===== config.mk =====
export PLATFORM = sky130hd
export DESIGN_NAME = jfcm_top
export DESIGN_NICKNAME = d
export VERILOG_FILES = /design/src/jfcm_pkg.sv /design/src/jfcm_sync.sv /design/src/jfcm_top.sv
export SDC_FILE = /design/constraint.sdc
export NUM_CORES = 1
export LEC_CHECK = 0
export BUFFER_PORTS_ARGS = -buffer_cell sky130_fd_sc_hd__clkbuf_2
export CAP_MARGIN = 20
export CORE_MARGIN = 4
export CORE_UTILIZATION = 51
export DETAILED_ROUTE_END_ITERATION = 10
export GPL_TIMING_DRIVEN = 0
export PLACE_DENSITY = 0.74
export SLEW_MARGIN = 5
export SYNTH_ARGS = -nofsm -noshare
export SYNTH_HDL_FRONTEND = slang
export SYNTH_SLANG_ARGS = --single-unit

===== constraint.sdc =====
create_clock -name clock_i -period 2.3 [get_ports clock_i]
set_input_delay 0.345 -clock clock_i [delete_from_list [all_inputs] [get_ports clock_i]]
set_output_delay 0.345 -clock clock_i [all_outputs]
set_load 0.05 [all_outputs]

===== src/jfcm_pkg.sv =====
package jfcm_pkg;

  localparam int  JFCM_SYNC_STAGES = 3;
  localparam logic [1:0] JFCM_RISE_LIMIT = 2'h2;
  localparam logic [1:0] JFCM_RISE_RST   = 2'h0;
  localparam logic       JFCM_FLAG_RST   = 1'h0;
  localparam logic       JFCM_PIN_RST    = 1'h1;

  typedef enum logic [1:0] {
    JFCM_ST_WAIT = 2'b00,
    JFCM_ST_ACT  = 2'b01,
    JFCM_ST_DONE = 2'b10
  } jfcm_state_t;

  typedef struct packed {
    logic tms;
    logic test;
    logic fuse_blown;
  } jfcm_pins_t;

endpackage


===== src/jfcm_sync.sv =====
`timescale 1ns/1ps
module jfcm_sync
  import jfcm_pkg::*;
#(
  parameter int          WIDTH     = 3,
  parameter logic [2:0]  RST_VALUE = 3'h7
) (
  input  wire logic             clock_i,
  input  wire logic             rst_n_i,
  input  wire logic [WIDTH-1:0] async_i,
  output logic      [WIDTH-1:0] sync_o
);

  ////////////////////////////////////////////////////////////////////////////
  logic [WIDTH-1:0] stage1_r;
  logic [WIDTH-1:0] stage2_r;
  logic [WIDTH-1:0] stage3_r;
  logic [WIDTH-1:0] filt_r;

  // Stage1 only feeds stage2; glitches filtered by stage2/stage3 agreement
  genvar gi;
  generate
    for (gi = 0; gi < WIDTH; gi++) begin : g_bit
      always_ff @(posedge clock_i or negedge rst_n_i) begin
        if (!rst_n_i) begin
          stage1_r[gi] <= RST_VALUE[gi];
          stage2_r[gi] <= RST_VALUE[gi];
          stage3_r[gi] <= RST_VALUE[gi];
          filt_r[gi]   <= RST_VALUE[gi];
        end else begin
          stage1_r[gi] <= async_i[gi];
          stage2_r[gi] <= stage1_r[gi];
          stage3_r[gi] <= stage2_r[gi];
          if (stage2_r[gi] == stage3_r[gi]) begin
            filt_r[gi] <= stage3_r[gi];
          end
        end
      end
    end
  endgenerate

  assign sync_o = filt_r;

endmodule


===== src/jfcm_top.sv =====
`timescale 1ns/1ps
// Notes on behaviour
// - Where the fuse sits on the test pin, its continuity check runs on the first port access after power-on.
// - Check mode starts at the first falling edge of the mode-select pin after power-up.
// - If the mode-select pin is low as power comes up, check mode starts with no edge needed.
// - Check mode ends at the second rising edge of the mode-select pin after power-up.
// - Once ended, check mode stays off whatever the mode-select pin does until the next power-on reset.
// - Driving the test pin low again ends check mode and stops the sense current.
// - The check current flows only while check mode is on and the mode-select pin is low.
// - With the fuse blown, code and data memory access through the port is blocked.
module jfcm_top
  import jfcm_pkg::*;
(
  input  wire logic clock_i,
  input  wire logic rst_n_i,
  input  wire logic tms_i,
  input  wire logic test_i,
  input  wire logic fuse_blown_i,
  output logic      check_current_o,
  output logic      check_active_o,
  output logic      mem_access_en_o
);

  ////////////////////////////////////////////////////////////////////////////
  jfcm_pins_t pins_raw;
  jfcm_pins_t pins_s;
  logic [2:0] pins_vec;

  assign pins_raw = '{tms: tms_i, test: test_i, fuse_blown: fuse_blown_i};

  // Reset value idles tms high, test low, fuse treated as blown (safe side)
  jfcm_sync #(
    .WIDTH     (3),
    .RST_VALUE (3'h5)
  ) u_sync (
    .clock_i (clock_i),
    .rst_n_i (rst_n_i),
    .async_i (pins_raw),
    .sync_o  (pins_vec)
  );

  assign pins_s = pins_vec;

  ////////////////////////////////////////////////////////////////////////////
  // Power-up sampling of the select pin; first edge after release decides
  logic        started_r;
  logic        tms_prev_r;
  logic        tms_fall;
  logic        tms_rise;
  logic [1:0]  rise_cnt_r;
  logic [1:0]  rise_cnt_nxt;
  jfcm_state_t state_r;
  jfcm_state_t state_nxt;

  assign tms_fall = started_r && tms_prev_r && !pins_s.tms;
  assign tms_rise = started_r && !tms_prev_r && pins_s.tms;

  always_ff @(posedge clock_i or negedge rst_n_i) begin
    if (!rst_n_i) begin
      started_r  <= 1'b0;
      tms_prev_r <= JFCM_PIN_RST;
    end else begin
      started_r  <= 1'b1;
      tms_prev_r <= pins_s.tms;
    end
  end

  // Saturates at the limit so later rises cannot wrap the count
  always_comb begin
    rise_cnt_nxt = rise_cnt_r;
    if (tms_rise && rise_cnt_r != JFCM_RISE_LIMIT) begin
      rise_cnt_nxt = rise_cnt_r + 2'h1;
    end
  end

  always_ff @(posedge clock_i or negedge rst_n_i) begin
    if (!rst_n_i) begin
      rise_cnt_r <= JFCM_RISE_RST;
    end else begin
      rise_cnt_r <= rise_cnt_nxt;
    end
  end

  ////////////////////////////////////////////////////////////////////////////
  always_comb begin
    state_nxt = state_r;
    case (state_r)
      JFCM_ST_WAIT: begin
        // Edge tracker resets idle-high, so a pin held low through power-up reads as a fall
        if (tms_fall) begin
          state_nxt = JFCM_ST_ACT;
        end
        if (rise_cnt_nxt == JFCM_RISE_LIMIT) begin
          state_nxt = JFCM_ST_DONE;
        end
      end
      JFCM_ST_ACT: begin
        if (rise_cnt_nxt == JFCM_RISE_LIMIT) begin
          state_nxt = JFCM_ST_DONE;
        end else if (tms_fall && !pins_s.test && tms_prev_r) begin
          state_nxt = JFCM_ST_ACT;
        end
      end
      JFCM_ST_DONE: begin
        state_nxt = JFCM_ST_DONE;
      end
      default: begin
        state_nxt = JFCM_ST_DONE;
      end
    endcase
  end

  // Falling test pin ends the session; held in DONE till power-on
  // Only an active mode is ended; a fall while waiting changes nothing
  logic test_prev_r;
  logic test_fall;
  assign test_fall = started_r && test_prev_r && !pins_s.test;

  always_ff @(posedge clock_i or negedge rst_n_i) begin
    if (!rst_n_i) begin
      test_prev_r <= 1'b0;
    end else begin
      test_prev_r <= pins_s.test;
    end
  end

  always_ff @(posedge clock_i or negedge rst_n_i) begin
    if (!rst_n_i) begin
      state_r <= JFCM_ST_WAIT;
    end else if (test_fall && state_r == JFCM_ST_ACT) begin
      // Test fall wins over any select edge in the same cycle
      state_r <= JFCM_ST_DONE;
    end else begin
      state_r <= state_nxt;
    end
  end

  ////////////////////////////////////////////////////////////////////////////
  // Outputs registered; one cycle behind state
  always_ff @(posedge clock_i or negedge rst_n_i) begin
    if (!rst_n_i) begin
      check_current_o <= JFCM_FLAG_RST;
      check_active_o  <= JFCM_FLAG_RST;
      mem_access_en_o <= JFCM_FLAG_RST;
    end else begin
      check_active_o  <= (state_r == JFCM_ST_ACT);
      check_current_o <= (state_r == JFCM_ST_ACT) && !pins_s.tms;
      // Filtered pin only; a short glitch cannot open access
      mem_access_en_o <= !pins_s.fuse_blown;
    end
  end

  ////////////////////////////////////////////////////////////////////////////
  // Checks watch filtered pins, so registered outputs are expected one cycle later
  current_needs_mode_a: assert property (@(posedge clock_i) disable iff (!rst_n_i)
    check_current_o |-> $past(state_r == JFCM_ST_ACT) && $past(!pins_s.tms))
    else $error("check current without active mode and low select");

  done_is_sticky_a: assert property (@(posedge clock_i) disable iff (!rst_n_i)
    state_r == JFCM_ST_DONE |=> state_r == JFCM_ST_DONE)
    else $error("done state left before reset");

  fall_activates_a: assert property (@(posedge clock_i) disable iff (!rst_n_i)
    state_r == JFCM_ST_WAIT && tms_fall && rise_cnt_nxt != JFCM_RISE_LIMIT |=> state_r == JFCM_ST_ACT)
    else $error("falling select edge did not activate");

  second_rise_ends_a: assert property (@(posedge clock_i) disable iff (!rst_n_i)
    tms_rise && rise_cnt_r == 2'h1 |=> state_r == JFCM_ST_DONE)
    else $error("second rising edge did not end mode");

  low_at_start_a: assert property (@(posedge clock_i) disable iff (!rst_n_i)
    state_r == JFCM_ST_WAIT && !pins_s.tms |=> state_r == JFCM_ST_ACT)
    else $error("low select at power-up did not activate");

  test_low_ends_a: assert property (@(posedge clock_i) disable iff (!rst_n_i)
    state_r == JFCM_ST_ACT && test_fall |=> state_r == JFCM_ST_DONE ##1 !check_current_o)
    else $error("test pin fall did not end mode");

  fuse_blocks_a: assert property (@(posedge clock_i) disable iff (!rst_n_i)
    pins_s.fuse_blown |=> !mem_access_en_o)
    else $error("memory access open with blown fuse");

  access_starts_a: assert property (@(posedge clock_i) disable iff (!rst_n_i)
    $rose(check_active_o) |-> $past(tms_fall, 2))
    else $error("check mode started without a port access");

  counter_bound_a: assert property (@(posedge clock_i) disable iff (!rst_n_i)
    rise_cnt_r <= JFCM_RISE_LIMIT)
    else $error("rise counter past limit");

  first_edge_clear_a: assert property (@(posedge clock_i) disable iff (!rst_n_i)
    !started_r |-> state_r == JFCM_ST_WAIT && rise_cnt_r == JFCM_RISE_RST)
    else $error("tracking not cleared after power-on");

  done_quiet_a: assert property (@(posedge clock_i) disable iff (!rst_n_i)
    state_r == JFCM_ST_DONE |=> !check_current_o && !check_active_o)
    else $error("outputs active after mode ended");

  select_high_quiet_a: assert property (@(posedge clock_i) disable iff (!rst_n_i)
    pins_s.tms |=> !check_current_o)
    else $error("check current with select high");

  fuse_open_a: assert property (@(posedge clock_i) disable iff (!rst_n_i)
    !pins_s.fuse_blown |=> mem_access_en_o)
    else $error("memory access closed with intact fuse");

  rise_counted_a: assert property (@(posedge clock_i) disable iff (!rst_n_i)
    tms_rise && rise_cnt_r == JFCM_RISE_RST |=> rise_cnt_r == 2'h1)
    else $error("first rising edge not counted");

  current_on_c: cover property (@(posedge clock_i) disable iff (!rst_n_i) check_current_o);
  full_cycle_c: cover property (@(posedge clock_i) disable iff (!rst_n_i)
    state_r == JFCM_ST_ACT ##[1:200] state_r == JFCM_ST_DONE);
  test_end_c:   cover property (@(posedge clock_i) disable iff (!rst_n_i)
    state_r == JFCM_ST_ACT && test_fall);
  held_low_c:   cover property (@(posedge clock_i) disable iff (!rst_n_i)
    state_r == JFCM_ST_WAIT && !pins_s.tms);
  rise_end_c:   cover property (@(posedge clock_i) disable iff (!rst_n_i)
    state_r == JFCM_ST_ACT && tms_rise && rise_cnt_r == 2'h1);

endmodule


# ---- Yosys cells after proc, flatten, opt, wreduce, memory -nomap -nowiden
# Index checks and enable logic that the tools add are counted.
dict set report op_classes {
  addsub 1
  n_mul 0
  div_mod_pow 0
  n_lt_le_gt_ge 0
  eq_ne 8
  n_shift 0
  n_mux 7
  bitwise 0
  reduce_logical 17
}
# op n
set op_table {}
lappend op_table {{2-to-1 mux 2 bit} 6}
lappend op_table {{logical AND 1 bit} 11}
lappend op_table {{zero test 1 bit} 4}
lappend op_table {{!= test 4 x 3 -> 1 bit, second input constant} 1}
lappend op_table {{!= test 4 bit, second input constant} 1}
lappend op_table {{case mux 2 bit (2 select lines)} 1}
lappend op_table {{equality test 1 bit} 3}
lappend op_table {{adder 2 x 1 -> 2 bit, second input constant} 1}
lappend op_table {{equality test 2 x 1 -> 1 bit, second input constant} 1}
lappend op_table {{equality test 2 bit, second input constant} 1}
lappend op_table {{zero test 2 bit} 1}
lappend op_table {{!= test 2 bit, second input constant} 1}
lappend op_table {{AND reduction 2 bit} 1}
dict set report totals {
  register_bits 22
  latch_bits 0
  ramBits 0
  mem_bits_ro 0
  inputBits 5
  mem_count 0
}

# ---- Logic depth before layout (Yosys ltp)
dict set report depth {
  depth_word 9
  ltp_mapped 5
  mapped_depth_nobuf 5
}

# ---- Modules after synthesis
# A second synthesis with hierarchy kept.
dict set report hier_totals {
  cells_unflattened 43
  area_unflattened_um2 739.5
}
# mod instances cells_per_inst area_each_um2
set by_module_without_submodules {}
lappend by_module_without_submodules {jfcm_top 1 28 395.4}
lappend by_module_without_submodules {jfcm_sync 1 15 344.1}

# ---- Least setup slack after synthesis
# Ideal clock, no wire load.
dict set report synth_timing {
  path_kind {reg-to-reg}
  start {reg rise_cnt_r[0]}
  end {reg state_r[0]}
  t_arrival_ns 1.275
  path_slack_ns 0.945
  stages_incl_launch_ff 6
  path_buffers 0
  synth_period_minus_slack_ns 1.355
  path_cell_list {dfrtp_1 inv_1 ha_1 nand4bb_4 a311oi_2 nor3b_2}
}
dict set report synth_between {
  elab_chain_cells 7
}
# item line
set synth_lines {}
lappend synth_lines {{start, declared} jfcm_top.sv:50} ;# logic [1:0] rise_cnt_r;
lappend synth_lines {{start signal, assigned} jfcm_top.sv:80} ;# rise_cnt_r <= rise_cnt_nxt;
lappend synth_lines {{parallel branches: the longest is 2 deep, another holds adder 2 x 1 -> 2 bit} n/a}
lappend synth_lines {{2-to-1 mux 2 bit (*)} jfcm_top.sv:71} ;# if (tms_rise && rise_cnt_r != JFCM_RISE_LIMIT) begin
lappend synth_lines {{equality test 2 bit (*)} {jfcm_top.sv:93, jfcm_top.sv:98}}
lappend synth_lines {{2-to-1 mux 2 bit, on equally long branches} {jfcm_top.sv:98, jfcm_top.sv:93}}
lappend synth_lines {{case mux 2 bit (2 select lines)} jfcm_top.sv:87} ;# case (state_r)
lappend synth_lines {{2-to-1 mux 2 bit} jfcm_top.sv:130} ;# end else if (test_fall && state_r == JFCM_ST_ACT) begin
lappend synth_lines {{end signal, assigned} jfcm_top.sv:134} ;# state_r <= state_nxt;
lappend synth_lines {{end, declared} jfcm_top.sv:52} ;# jfcm_state_t state_r;
# Every way passes the cells marked *.
# A chain may end at the register's enable or synchronous reset.

# ---- Worst setup path in the final report
# Same ends and word-level chain as after synthesis.

==> metrics.cfg <==
[status]
status=finished with violations
violations=negative hold slack

[timing]
rsz0062_at_grt=no
layout_min_cycle_time_ns=1.47
worst_slew_pin_slew_ns=0.509
hold_ws_ns=-0.00827
hold_violations=8
period_share_pct=63.9
tns_ns=0
finalMaxSlewViolations=0
setup_viol=0
maxSlewHeadroom_pct=66.1
fmax_mhz=681
finClkSkew_ns=0.00814

[clock_tree]
htree_levels=1
hold_buffers=0
cts_made_buffers=3
clk_path_buf_depth=2
root_buffer=clkbuf_4
cts_resized=0
cts_tree=done
postCtsSetupRepairBufs=0
insertion_delay_ns=0.30
clk_pin_slew_ns=0.12
cts_num_sinks=22

[floorplan]
fp.dieW_um=46.0
die_y_um=46.0
fp-row-count=13
core_um2=1330
floorplan.initialDensity_pct=55.2
die_area_um2=2110
io_pins=8

[grt]
grt_overflow_total=0
grt_use_total_pct=10.7
first_global_vias=347
grt_antenna_before_repair=0
grt_pass1_wl_um=1550
grt_start_max_net_pins=23

[synth]
synth_mux_area_share_pct=0
ys_seq_area_share_pct=76.4
synth_top_area_share_pct=44.2
synthArstFlopShare_pct=100
synth_compound_area_share_pct=4.25
yosysUniqueCellTypes=18
synth_xor_area_share_pct=1.19
synthAdderAreaFrac_pct=5.78
synth_top_family_by_area=simple AND/OR/NAND/NOR gates
synth_top_area_cell=dfrtp_1
yosysMostFrequentCell=dfrtp_1
synth_seq_cells=22
syn_area_per_cell_um2=17.1
synth-main-ff-cell=dfrtp_1
syn_nets=49
synth_edf_count=0
ys_top_cells_by_area=dfrtp_1 44%, dfstp_2 32%, maj3_1 4.1%
ys_top_cells_by_count=13 x dfrtp_1, 9 x dfstp_2, 3 x inv_1, 3 x maj3_1, 2 x o21ai_0
synthSimpleGateAreaFrac_pct=10.4
syn_inst=43
synth_warnings=0
syn_area_um2=736

[cells_and_area]
layout-drive-gt1-share_pct=42.6
area_delta_synth_final_pct=12.2
final_area_um2=826
final_core_utilization_pct=61.9
seq_area_um2=562
multi_input_area_um2=163
fillers=104
fin_nets=61
antenna_cells=0

[setup_path]
cp_num_buf_inv=1
cp_max_fo=6
cp_slowest_cell=dfrtp_1
r2r.worst_path.cells=5
cpPeakStageDelay_ns=0.40
critical_path_class=flop to flop
required_ns=2.53
cp-start-kind=flop
crit_path_end_kind=flop
path_delay_family=simple AND/OR/NAND/NOR gates
worst-path-stages=5
cp_data_arrival_time_ns=1.70
crit_chain=inv_1 -> ha_1 -> nand4bb_4 -> a311oi_2 -> nor3b_2

[power]
power_density_nw_per_um2=920
p_leak_nw=0.365
ir_drop_v=0.000681

[routing]
wl_per_cell_um=13.0
drc_errors=0
viasPerCell=4.96
routed_wl_um=898
drt_iter0_drc=3
num_vias=342
drtPass1Iterations=3
antenna_left=0

[placement]
io_buffers=7
gp_congestion=0.678
dp_hpwl_um=658
post_dp_cell_area_um2=790

[worst_hold_path]
min_path_type=input port to asynchronous set/reset pin

[job]
maxCapViolCount=0

cell families (layout without fill, tap and decap cells):
group | count (synthesis) | in the layout
flops | 22 | 22
compound gates | 4 | 4
buf+inv | 3 | 14
fa+ha+maj | 4 | 4
other cells | 1 | 1
simple gates | 8 | 8
xor+xnor | 1 | 1
layout by cell type (no fill, tap or decap):
| master | count |
|---|---|
| a311oi_2 | 1 |
| a31oi_1 | 1 |
| and2_1 | 1 |
| and4b_1 | 1 |
| clkbuf_2 | 7 |
| clkbuf_4 | 3 |
| clkbuf_8 | 1 |
| conb_1 | 1 |
| dfrtp_1 | 13 |
| dfstp_2 | 9 |
| ha_1 | 1 |
| inv_1 | 3 |
| maj3_1 | 3 |
| nand2_1 | 1 |
| nand2b_1 | 1 |
| nand4bb_4 | 1 |
| nor2_1 | 1 |
| nor2b_1 | 1 |
| nor3b_2 | 1 |
| o21ai_0 | 2 |
| xnor2_1 | 1 |
state kept, by name, summed over array words and instances, names as in the netlist:
name / cells
check_active_o: 1
check_current_o: 1
mem_access_en_o: 1
rise_cnt_r: 2
started_r: 1
state_r: 2
test_prev_r: 1
tms_prev_r: 1
u_sync.stage1_r: 3
u_sync.stage2_r: 3
u_sync.stage3_r: 3
u_sync.sync_o: 3
per-stage QoR:
step | std cells | setup slack (ns) | power, mW | hold WS [ns]
6_report | 69 | 0.831 | 0.759 | -0.00827
5_1_grt | 69 | 0.704 | 0.801 | 0.00702
4_1_cts | 69 | 0.815 | 0.769 | 0.00139
3_5_place_dp | 65 | 0.841 | 0.566 | 0.338
3_3_place_gp | 65 | 0.873 | 0.555 | 0.332
2_1_floorplan | 43 | 0.945 | 0.532 | 0.0494
per-layer routing:
metal	wire length (µm)	GRT usage, %	up-vias
met3	45	3.56	0
met1	447	13.7	169
met4	0	3.41	0
met2	406	17.0	7
met5	0	0	-
li1	-	-	166
final timing paths:
path	end	slack, ns	startpoint
setup / recovery	state_r[0]$_DFFE_PN0P_	0.83	rise_cnt_r[0]$_DFF_PN0_
hold / removal	state_r[1]$_DFFE_PN0P_	-0.008	rst_n_i
setup reg to reg	state_r[0]$_DFFE_PN0P_	0.83	rise_cnt_r[0]$_DFF_PN0_
hold reg to reg	u_sync.stage2_r[1]$_DFF_PN0_	0.36	u_sync.stage1_r[1]$_DFF_PN0_
max in group asynchronous	tms_prev_r$_DFF_PN1_	1.94	rst_n_i
min in group clock_i	u_sync.stage1_r[2]$_DFF_PN1_	0.12	tms_i
where the power goes:
group	internal (mW)	switching, mW
Sequential	0.432	0.0281
Clock	0.0964	0.106
Combinational	0.0460	0.0512
Total	0.574	0.185
cell type report:
type | count | share of cell area [%]
Multi-Input combinational cell | 18 | 19.7
Inverter | 3 | 1.36
Tap cell | 15 | 2.27
Clock buffer | 4 | 4.39
Timing Repair Buffer | 7 | 4.24
Sequential cell | 22 | 68.0
No activity file was read; power rests on OpenSTA's default activity.
